[config.mk]
export PLATFORM = sky130hd
export DESIGN_NAME = rpc_payload_ctl
export DESIGN_NICKNAME = d
export VERILOG_FILES = /design/src/design/rpc_pkg.sv /design/src/design/rpc_regmem.sv /design/src/design/rpc_dmw_gen.sv /design/src/design/rpc_payload_ctl.sv
export VERILOG_INCLUDE_DIRS = /design/src /design/src/design
export SDC_FILE = /design/constraint.sdc
export NUM_CORES = 2
export LEC_CHECK = 0
export BUFFER_PORTS_ARGS = -buffer_cell sky130_fd_sc_hd__buf_2
export CORE_MARGIN = 5
export CORE_UTILIZATION = 56
export CTS_CLUSTER_SIZE = 20
export DETAILED_ROUTE_END_ITERATION = 10
export PLACE_DENSITY = 0.73
export SLEW_MARGIN = 10
export SYNTH_ARGS = -nofsm -noshare
export SYNTH_HDL_FRONTEND = slang
export SYNTH_SLANG_ARGS = --single-unit
[constraint.sdc]
create_clock -name CLK_SYS -period 55 [get_ports CLK_SYS]
set_clock_uncertainty 0.05 [all_clocks]
set_input_delay 2.75 -clock CLK_SYS [delete_from_list [all_inputs] [get_ports CLK_SYS]]
set_output_delay 2.75 -clock CLK_SYS [all_outputs]
set_load 0.05 [all_outputs]
[src/design/rpc_consts.svh]
// constants for the receive payload control block
`ifndef RPC_CONSTS_SVH
`define RPC_CONSTS_SVH
// ==========================================
// register index map (byte address = 4 * index)
`define RPC_CTL_BASE    7'h00
`define RPC_TRK_BASE    7'h20
`define RPC_SIG_BASE    7'h40
`define RPC_GCFG_IDX    7'h60
`define RPC_STAT_IDX    7'h61
`define RPC_CHAN_LAST   5'h18
// ==========================================
// per-channel control fields
`define RPC_SEL_HI      7
`define RPC_SEL_LO      5
`define RPC_MSB_INV_BIT 4
`define RPC_ODD_INV_BIT 3
`define RPC_EVN_INV_BIT 2
`define RPC_LSB_GAP_BIT 1
`define RPC_GAP_BIT     0
`define RPC_STRK_EN_BIT 4
// ==========================================
// global config fields
`define RPC_GSEL_HI     2
`define RPC_CLKEN_BIT   3
`define RPC_MASTER_BIT  4
`define RPC_GCFG_RST    5'h00
// ==========================================
// bit masks, bit 1 of the channel is the byte msb
`define RPC_MSB_MASK    8'h80
`define RPC_ODD_MASK    8'h2A
`define RPC_EVEN_MASK   8'h55
`define RPC_LSB_MASK    8'h01
`define RPC_FULL_MASK   8'hFF
`define RPC_RESP_OKAY   2'h0
`define RPC_RESP_SLVERR 2'h2
`endif

[src/design/rpc_pkg.sv]
// types for the receive payload control block
package rpc_pkg;
    // ==========================================
    // datapath sequencer states
    typedef enum logic [2:0] {
        RPC_S_IDLE = 3'b000,
        RPC_S_CTL  = 3'b001,
        RPC_S_TRK  = 3'b010,
        RPC_S_SIG  = 3'b011,
        RPC_S_OUT  = 3'b100
    } rpc_state_t;
    // ==========================================
    // replacement select codes
    typedef enum logic [2:0] {
        RPC_SEL_NONE  = 3'b000,
        RPC_SEL_TRUNK = 3'b001,
        RPC_SEL_ALAW  = 3'b010,
        RPC_SEL_ULAW  = 3'b011
    } rpc_sel_t;
endpackage

[src/design/rpc_regmem.sv]
// per-channel register storage, two registered read ports
`timescale 1ns/100ps
module rpc_regmem (
    // clock and reset
    input  wire logic       clk,
    input  wire logic       reset,
    // bus write port
    input  wire logic       we,
    input  wire logic [6:0] waddr,
    input  wire logic [7:0] wdata,
    // bus read port
    input  wire logic [6:0] addr_a,
    output logic      [7:0] q_a,
    // datapath read port
    input  wire logic [6:0] addr_b,
    output logic      [7:0] q_b
);
    logic [7:0] mem [0:127]; // whole index space, gaps unused

    // ==========================================
    // storage, cleared to zero by reset
    always_ff @(posedge clk or posedge reset) begin
        if (reset) begin
            for (int i = 0; i < 128; i++) begin
                mem[i] <= 8'h00;
            end
            q_a <= 8'h00;
            q_b <= 8'h00;
        end else begin
            if (we) begin
                mem[waddr] <= wdata;
            end
            q_a <= mem[addr_a];
            q_b <= mem[addr_b];
        end
    end
endmodule

[src/design/rpc_dmw_gen.sv]
// digital milliwatt sequence generator, a-law and mu-law
`timescale 1ns/100ps
module rpc_dmw_gen (
    // clock and reset
    input  wire logic       clk,
    input  wire logic       reset,
    // control
    input  wire logic       advance,
    input  wire logic       alaw,
    // pattern byte
    output logic      [7:0] code
);
    logic [2:0] phase_r; // one step per frame

    // ==========================================
    // phase counter, steps once per frame
    always_ff @(posedge clk or posedge reset) begin
        if (reset) begin
            phase_r <= 3'h0;
        end else if (advance) begin
            phase_r <= phase_r + 3'h1;
        end
    end

    // ==========================================
    // eight-step tone tables
    always_comb begin
        case (phase_r)
            3'h0, 3'h3: code = alaw ? 8'h34 : 8'h1E;
            3'h1, 3'h2: code = alaw ? 8'h21 : 8'h0B;
            3'h4, 3'h7: code = alaw ? 8'hB4 : 8'h9E;
            default:    code = alaw ? 8'hA1 : 8'h8B;
        endcase
    end
endmodule

[src/design/rpc_payload_ctl.sv]
// receive payload control: per-channel replace, invert, gap
`timescale 1ns/100ps
`include "rpc_consts.svh"

// Functional notes
// - control registers at indexes 01H..18H
// - data trunk registers at 21H..38H
// - signaling trunk registers at 41H..58H
// - per-channel select only when global is 000
// - 001 substitutes data trunk, 000 passes
// - 010 a-law, 011 mu-law milliwatt
// - even invert flips bits 2,4,6,8
// - odd invert flips bits 3,5,7
// - sign invert flips bit 1
// - inversion controls combine as union
// - gapping needs clock master and enable
// - 56k gap suppresses bit 8 only
// - full gap suppresses whole channel
// - data trunk register holds eight bits
// - signaling trunk enable substitutes ABCD
module rpc_payload_ctl (
    // clock and reset
    input  wire logic        CLK_SYS,
    input  wire logic        RESET,
    // axi4-lite write address and data
    input  wire logic        S_AXI_AWVALID,
    output logic             S_AXI_AWREADY,
    input  wire logic [8:0]  S_AXI_AWADDR,
    input  wire logic        S_AXI_WVALID,
    output logic             S_AXI_WREADY,
    input  wire logic [31:0] S_AXI_WDATA,
    input  wire logic [3:0]  S_AXI_WSTRB,
    // axi4-lite write response
    output logic             S_AXI_BVALID,
    input  wire logic        S_AXI_BREADY,
    output logic      [1:0]  S_AXI_BRESP,
    // axi4-lite read
    input  wire logic        S_AXI_ARVALID,
    output logic             S_AXI_ARREADY,
    input  wire logic [8:0]  S_AXI_ARADDR,
    output logic             S_AXI_RVALID,
    input  wire logic        S_AXI_RREADY,
    output logic      [31:0] S_AXI_RDATA,
    output logic      [1:0]  S_AXI_RRESP,
    // received channel byte stream
    input  wire logic        RX_VALID,
    input  wire logic [4:0]  RX_CHAN,
    input  wire logic [7:0]  RX_DATA,
    input  wire logic [3:0]  RX_SIG,
    // conditioned stream toward backplane
    output logic             PL_VALID,
    output logic      [4:0]  PL_CHAN,
    output logic      [7:0]  PL_DATA,
    output logic      [3:0]  PL_SIG,
    output logic      [7:0]  PL_GAP_MASK
);
    // ==========================================
    // helper functions
    function automatic logic [6:0] bank_idx(input logic [6:0] base, input logic [4:0] ch);
        bank_idx = base + {2'h0, ch};
    endfunction

    function automatic logic in_bank(input logic [6:0] idx, input logic [6:0] base);
        in_bank = (idx > base) && (idx <= bank_idx(base, `RPC_CHAN_LAST));
    endfunction

    function automatic logic is_mapped(input logic [6:0] idx);
        is_mapped = in_bank(idx, `RPC_CTL_BASE) || in_bank(idx, `RPC_TRK_BASE)
            || in_bank(idx, `RPC_SIG_BASE)
            || (idx == `RPC_GCFG_IDX) || (idx == `RPC_STAT_IDX);
    endfunction

    // ==========================================
    // bus-side state
    logic        awready_r;      // address slot free
    logic        wready_r;       // data slot free
    logic        aw_full_r;      // address held
    logic        w_full_r;       // data held
    logic [6:0]  aw_idx_r;       // held write index
    logic [7:0]  wbyte_r;        // held write byte
    logic        wstrb0_r;       // low lane enable
    logic        bvalid_r;       // write answer pending
    logic [1:0]  bresp_r;        // write answer code
    logic        arready_r;      // read slot free
    logic [6:0]  ar_idx_r;       // read index
    logic        rd_pend_r;      // memory read in flight
    logic        rvalid_r;       // read answer pending
    logic [31:0] rdata_r;        // read data
    logic [1:0]  rresp_r;        // read answer code
    logic [4:0]  gcfg_r;         // global_replace_sel, clock enable, master
    logic [4:0]  last_chan_r;    // last channel conditioned

    // ==========================================
    // datapath state
    rpc_pkg::rpc_state_t st_r;
    rpc_pkg::rpc_state_t st_nxt;
    logic [4:0]  chan_r;         // channel in work
    logic [7:0]  byte_r;         // received byte
    logic [3:0]  rsig_r;         // received signaling
    logic [7:0]  ctl_r;          // channel control copy
    logic [7:0]  trk_r;          // data_trunk_code copy
    logic        pl_valid_r;
    logic [4:0]  pl_chan_r;
    logic [7:0]  pl_data_r;
    logic [3:0]  pl_sig_r;
    logic [7:0]  pl_gap_r;

    // ==========================================
    // decode wires
    wire logic       aw_take   = S_AXI_AWVALID && awready_r;
    wire logic       w_take    = S_AXI_WVALID && wready_r;
    wire logic       commit    = aw_full_r && w_full_r && !bvalid_r;
    wire logic       aw_map    = is_mapped(aw_idx_r);
    wire logic       aw_gcfg   = aw_idx_r == `RPC_GCFG_IDX;
    wire logic       aw_stat   = aw_idx_r == `RPC_STAT_IDX;
    // status is read only, so writes there do not reach storage
    wire logic       mem_we    = commit && aw_map && wstrb0_r && !aw_gcfg && !aw_stat;
    wire logic       ar_take   = S_AXI_ARVALID && arready_r;
    wire logic [6:0] ar_idx_in = S_AXI_ARADDR[8:2];
    wire logic       b_done    = bvalid_r && S_AXI_BREADY;
    wire logic       r_done    = rvalid_r && S_AXI_RREADY;
    wire logic [7:0] q_a;
    wire logic [7:0] q_b;
    logic      [6:0] addr_b;     // datapath read index
    logic      [31:0] rd_mux;    // read data select
    logic      [1:0]  rd_resp;   // read code select

    // ==========================================
    // register storage
    rpc_regmem u_mem (
        .clk    (CLK_SYS),
        .reset  (RESET),
        .we     (mem_we),
        .waddr  (aw_idx_r),
        .wdata  (wbyte_r),
        .addr_a (ar_idx_in),
        .q_a    (q_a),
        .addr_b (addr_b),
        .q_b    (q_b)
    );

    // ==========================================
    // write address and data capture, either order
    always_ff @(posedge CLK_SYS or posedge RESET) begin
        if (RESET) begin
            awready_r <= 1'b1;
            wready_r  <= 1'b1;
            aw_full_r <= 1'b0;
            w_full_r  <= 1'b0;
            aw_idx_r  <= 7'h00;
            wbyte_r   <= 8'h00;
            wstrb0_r  <= 1'b0;
        end else begin
            if (aw_take) begin
                aw_full_r <= 1'b1;
                awready_r <= 1'b0;
                aw_idx_r  <= S_AXI_AWADDR[8:2];
            end else if (commit) begin
                aw_full_r <= 1'b0;
            end
            if (w_take) begin
                w_full_r <= 1'b1;
                wready_r <= 1'b0;
                wbyte_r  <= S_AXI_WDATA[7:0];
                wstrb0_r <= S_AXI_WSTRB[0];
            end else if (commit) begin
                w_full_r <= 1'b0;
            end
            // slots reopen only once the answer is taken
            if (b_done) begin
                awready_r <= 1'b1;
                wready_r  <= 1'b1;
            end
        end
    end

    // ==========================================
    // write answer and global config register
    always_ff @(posedge CLK_SYS or posedge RESET) begin
        if (RESET) begin
            bvalid_r <= 1'b0;
            bresp_r  <= `RPC_RESP_OKAY;
            gcfg_r   <= `RPC_GCFG_RST;
        end else begin
            if (commit) begin
                bvalid_r <= 1'b1;
                bresp_r  <= aw_map ? `RPC_RESP_OKAY : `RPC_RESP_SLVERR;
                if (aw_gcfg && wstrb0_r) begin
                    gcfg_r <= wbyte_r[4:0];
                end
            end else if (b_done) begin
                bvalid_r <= 1'b0;
            end
        end
    end

    // ==========================================
    // read data select
    always_comb begin
        rd_mux  = 32'h0000_0000;
        rd_resp = `RPC_RESP_OKAY;
        if (ar_idx_r == `RPC_GCFG_IDX) begin
            rd_mux = {27'h0, gcfg_r};
        end else if (ar_idx_r == `RPC_STAT_IDX) begin
            rd_mux = {26'h0, (st_r != rpc_pkg::RPC_S_IDLE), last_chan_r};
        end else if (is_mapped(ar_idx_r)) begin
            rd_mux = {24'h0, q_a};
        end else begin
            rd_resp = `RPC_RESP_SLVERR;
        end
    end

    // ==========================================
    // read channel, answer one cycle after the address
    always_ff @(posedge CLK_SYS or posedge RESET) begin
        if (RESET) begin
            arready_r <= 1'b1;
            ar_idx_r  <= 7'h00;
            rd_pend_r <= 1'b0;
            rvalid_r  <= 1'b0;
            rdata_r   <= 32'h0000_0000;
            rresp_r   <= `RPC_RESP_OKAY;
        end else begin
            if (ar_take) begin
                arready_r <= 1'b0;
                ar_idx_r  <= ar_idx_in;
                rd_pend_r <= 1'b1;
            end else if (rd_pend_r) begin
                rd_pend_r <= 1'b0;
                rvalid_r  <= 1'b1;
                rdata_r   <= rd_mux;
                rresp_r   <= rd_resp;
            end else if (r_done) begin
                rvalid_r  <= 1'b0;
                arready_r <= 1'b1;
            end
        end
    end

    // ==========================================
    // datapath decode
    wire logic [2:0] gsel    = gcfg_r[`RPC_GSEL_HI:0];
    wire logic [2:0] eff_sel = (gsel != 3'b000) ? gsel : ctl_r[`RPC_SEL_HI:`RPC_SEL_LO];
    wire logic       rx_ok   = (RX_CHAN != 5'h00) && (RX_CHAN <= `RPC_CHAN_LAST);
    wire logic       accept  = (st_r == rpc_pkg::RPC_S_IDLE) && RX_VALID && rx_ok;
    wire logic       in_out  = st_r == rpc_pkg::RPC_S_OUT;
    wire logic       gate    = gcfg_r[`RPC_MASTER_BIT] && gcfg_r[`RPC_CLKEN_BIT];
    wire logic       frame_end = in_out && (chan_r == `RPC_CHAN_LAST);
    wire logic [7:0] dmw_code;
    logic      [7:0] rep_data;   // byte after replacement
    logic      [7:0] inv_mask;   // union of inversions
    logic      [7:0] gap_mask;   // suppressed bit clocks

    rpc_dmw_gen u_dmw (
        .clk     (CLK_SYS),
        .reset   (RESET),
        .advance (frame_end),
        .alaw    (eff_sel == rpc_pkg::RPC_SEL_ALAW),
        .code    (dmw_code)
    );

    // ==========================================
    // replacement, inversion and gapping
    always_comb begin
        case (eff_sel)
            rpc_pkg::RPC_SEL_TRUNK: rep_data = trk_r;
            rpc_pkg::RPC_SEL_ALAW:  rep_data = dmw_code;
            rpc_pkg::RPC_SEL_ULAW:  rep_data = dmw_code;
            default:                rep_data = byte_r;
        endcase
        inv_mask = 8'h00;
        if (ctl_r[`RPC_MSB_INV_BIT]) begin
            inv_mask = inv_mask | `RPC_MSB_MASK;
        end
        if (ctl_r[`RPC_ODD_INV_BIT]) begin
            inv_mask = inv_mask | `RPC_ODD_MASK;
        end
        if (ctl_r[`RPC_EVN_INV_BIT]) begin
            inv_mask = inv_mask | `RPC_EVEN_MASK;
        end
        gap_mask = 8'h00;
        if (gate && ctl_r[`RPC_GAP_BIT]) begin
            gap_mask = `RPC_FULL_MASK;
        end else if (gate && ctl_r[`RPC_LSB_GAP_BIT]) begin
            gap_mask = `RPC_LSB_MASK;
        end
    end

    // ==========================================
    // sequencer: three reads, then one output byte
    always_comb begin
        st_nxt = st_r;
        addr_b = bank_idx(`RPC_CTL_BASE, chan_r);
        case (st_r)
            rpc_pkg::RPC_S_IDLE: begin
                if (accept) begin
                    st_nxt = rpc_pkg::RPC_S_CTL;
                end
            end
            rpc_pkg::RPC_S_CTL: begin
                st_nxt = rpc_pkg::RPC_S_TRK;
            end
            rpc_pkg::RPC_S_TRK: begin
                addr_b = bank_idx(`RPC_TRK_BASE, chan_r);
                st_nxt = rpc_pkg::RPC_S_SIG;
            end
            rpc_pkg::RPC_S_SIG: begin
                addr_b = bank_idx(`RPC_SIG_BASE, chan_r);
                st_nxt = rpc_pkg::RPC_S_OUT;
            end
            default: begin
                st_nxt = rpc_pkg::RPC_S_IDLE;
            end
        endcase
    end

    // ==========================================
    // sequencer registers and operand capture
    always_ff @(posedge CLK_SYS or posedge RESET) begin
        if (RESET) begin
            st_r   <= rpc_pkg::RPC_S_IDLE;
            chan_r <= 5'h00;
            byte_r <= 8'h00;
            rsig_r <= 4'h0;
            ctl_r  <= 8'h00;
            trk_r  <= 8'h00;
        end else begin
            st_r <= st_nxt;
            // new bytes are dropped while a channel is in work
            if (accept) begin
                chan_r <= RX_CHAN;
                byte_r <= RX_DATA;
                rsig_r <= RX_SIG;
            end
            if (st_r == rpc_pkg::RPC_S_TRK) begin
                ctl_r <= q_b;
            end
            if (st_r == rpc_pkg::RPC_S_SIG) begin
                trk_r <= q_b;
            end
        end
    end

    // ==========================================
    // backplane outputs
    always_ff @(posedge CLK_SYS or posedge RESET) begin
        if (RESET) begin
            pl_valid_r  <= 1'b0;
            pl_chan_r   <= 5'h00;
            pl_data_r   <= 8'h00;
            pl_sig_r    <= 4'h0;
            pl_gap_r    <= 8'h00;
            last_chan_r <= 5'h00;
        end else begin
            pl_valid_r <= in_out;
            if (in_out) begin
                pl_chan_r   <= chan_r;
                pl_data_r   <= rep_data ^ inv_mask;
                pl_sig_r    <= q_b[`RPC_STRK_EN_BIT] ? q_b[3:0] : rsig_r;
                pl_gap_r    <= gap_mask;
                last_chan_r <= chan_r;
            end
        end
    end

    // ==========================================
    // output drive
    assign S_AXI_AWREADY = awready_r;
    assign S_AXI_WREADY  = wready_r;
    assign S_AXI_BVALID  = bvalid_r;
    assign S_AXI_BRESP   = bresp_r;
    assign S_AXI_ARREADY = arready_r;
    assign S_AXI_RVALID  = rvalid_r;
    assign S_AXI_RDATA   = rdata_r;
    assign S_AXI_RRESP   = rresp_r;
    assign PL_VALID      = pl_valid_r;
    assign PL_CHAN       = pl_chan_r;
    assign PL_DATA       = pl_data_r;
    assign PL_SIG        = pl_sig_r;
    assign PL_GAP_MASK   = pl_gap_r;
endmodule

==> out/qor.yml <==
clock_network:
  h-tree-depth: 3
  cts_buffers: 116
  cts_tree: "done"
  ctsHoldBuffers: 0
  cts.path.max_buffers: 3
  clock_sinks: 1145
  cts_resized: 0
  clock-root-buffer: "clkbuf_16"
  path_clk_slew_ns: 0.06
  worstSkewPairLatency_ns: 0.73
  post-cts-setup-buffers: 0
floorplan:
  dieArea_um2: 103300
  ios: 146
  row_count: 114
  initial_utilization_pct: 56.31
  die_h_um: 321.4
  fp.dieW_um: 321.4
  core-area_um2: 96420
detailed_routing:
  viasPerCell: 6.636
  drt_pass1_iterations: 5
  drc_errors: 0
  drt_iter0_drc: 3530
  vias: 31060
  wl_per_cell_um: 30.13
  ant_nets: 0
  routed_wl_um: 141000
flow_run:
  cap_violations: 0
global_routing:
  grt_max_degree: 218
  antenna_found_initial: 4
  overflow: 0
  grt_pass1_wl_um: 215600
  grt_pass1_vias: 33230
  track_usage_pct: 27.58
power:
  ir_drop_mv: 0.03312
  powerDensity_nw_per_um2: 40.49
  p_leak_uw: 0.02728
  p_total_uw: 2347
setup_path:
  crit_fanout: 68
  cp-end-kind: "flip-flop"
  cp-start-kind: "primary input"
  timing_worst_setup_path_type: "primary input to flip-flop"
  worst-r2r-setup-slack_ns: 50.51
  crit_arrival_ns: 7.49
  cp.required_ns: 55.52
synth:
  synthCells: 3754
  synth_seq_area_share_pct: 52.78
  synth.area.top_cells: "dfrtp_1, mux4_2, mux2_2"
  yosysMostFrequentCell: "dfrtp_1"
  synth_top_area_share_pct: 52.63
  synth_edf_count: 0
  synth.distinct_cells: 67
  ys.flop_type: "dfrtp_1"
  synthArstFlopShare_pct: 100.0
  synth_top_area_cell: "dfrtp_1"
  synth.avg_cell_area_um2: 14.46
  synth_seq_cells: 1145
  syn_area_um2: 54290
  synth_top_cells_by_count: "dfrtp_1, mux2_2, clkbuf_1, mux4_2, nand2_1"
  ys_warn_count: 0
sta:
  period_share_pct: 12.68
  max_freq_mhz: 143.4
  rsz0062_at_grt: "false"
  period_minus_slack_ns: 6.974
  maxSlewViolCount: 0
  setup_viol: 0
  setup_tns_ns: 0
  tightestPinTransition_ns: 1.286
  slew_headroom_pct: 13.88
  finalHoldViolations: 0
cells_and_area:
  nNetsFinal: 3388
  layout-drive-gt1-share_pct: 43.96
  num-fill-cells: 6993
  seq_area_um2: 28680
  area_delta_synth_final_pct: 6.729
  multi_input_area_um2: 22520
hold_path:
  min_path_type: "flip-flop to flip-flop"
place:
  dp_hpwl_um: 88920
  gp_congestion: 0.8905
  io_buffers: 88
run_status:
  status: "finished clean"
per-layer routing:
metal | part of all wire [%] | vias up | wire (um) | global-route usage, %
met1 | 40 | 16550 | 56810 | 39.08
met2 | 46 | 1512 | 65410 | 42.12
met3 | 9.8 | 311 | 13850 | 7.595
met4 | 3.5 | 6 | 4913 | 9.244
met5 | 0.030 | - | 43 | 0
li1 | - | 12680 | - | -
flip-flops by register name, indices dropped and copies added (netlist names), 3 cells and up:
signal and cells:
PL_CHAN 5, PL_DATA 8, PL_SIG 4, S_AXI_RDATA 8, ar_idx_r 7, aw_idx_r 7, byte_r 8, chan_r 5
ctl_r 8, gcfg_r 5, rsig_r 4, st_r 3, trk_r 8, u_dmw.phase_r 3, u_mem.mem 1024, u_mem.q_a 8
u_mem.q_b 8, wbyte_r 8
worst max-delay path, cell delays in order:
cell	delay [ns]
buf_8	0.59
buf_4	0.83
buf_4	0.71
buf_4	0.74
mux4_2	0.59
mux2i_1	0.15
a22o_1	0.19
nor4_1	0.12
or4_1	0.64
kinds of logic after synthesis:
family	count (synthesis)	share of synthesized area, %
xor+xnor	8	0.1291
other cells	1	0.006907
simple gates	358	3.348
compound gates	254	3.305
fa+ha+maj	6	0.1383
mux	1226	34.30
buf+inv	756	5.996
flops	1145	52.78
layout by cell type, fill, tap and decap left out, types with 12 or more instances in the layout:
cell,count
nor3_1,23
mux2i_1,129
mux4_2,442
conb_1,26
a221oi_1,33
mux2_2,642
bufinv_16,15
clkbuf_16,116
a22o_1,28
o22ai_1,78
buf_4,51
nand2b_1,21
clkinv_2,32
dfrtp_1,1130
nand2_2,12
mux2_1,13
clkbuf_8,22
nand2_1,158
buf_2,85
clkbuf_1,14
a21oi_1,18
inv_1,18
o21ai_0,41
nand3_1,15
nor2_1,32
nor4_1,29
through the flow:
| stage | std cells | hold slack (ns) | util [%] | cell area [um^2] | setup WS, ns |
|---|---|---|---|---|---|
| finish | 4681 | 0.3207 | 60.10 | 57950 | 48.03 |
| global route | 4679 | 0.3298 | 60.09 | 57940 | 47.44 |
| CTS | 4679 | 0.3256 | 60.09 | 57940 | 47.84 |
| detailed placement | 4461 | 0.3122 | 55.79 | 53790 | 47.08 |
| global placement | 4461 | 0.3097 | 55.79 | 53790 | 47.15 |
| floorplan | 3779 | 0.3739 | - | 54390 | 19.96 |
layout make-up:
type                       count  area share [%]
timing repair buffer         142           1.585
inverter                      20          0.1425
multi-input combinational   1878           38.86
clock inverter                66           1.537
clock buffer                 152           5.622
tap                         1276           2.755
sequential                  1145           49.49
antenna                        2        0.008637
worst paths after layout:
kind	from	endpoint	cells past startpoint
min	u_mem.mem[79]	u_mem.mem[79]	0
min in group asynchronous	RESET	u_mem.mem[213]	2
max reg2reg	chan_r[1]	u_mem.q_b[7]	7
max	S_AXI_ARADDR[2]	u_mem.q_a[5]	9
max in group asynchronous	RESET	wbyte_r[6]	4
min reg2reg	u_mem.mem[79]	u_mem.mem[79]	0
power breakdown:
part / total, uW / internal, uW / switching [uW]
sequential: 964 / 890 / 73.7
combinational: 544 / 183 / 360
clock: 839 / 491 / 348
Note: power is estimated with default switching activity, not from simulation.
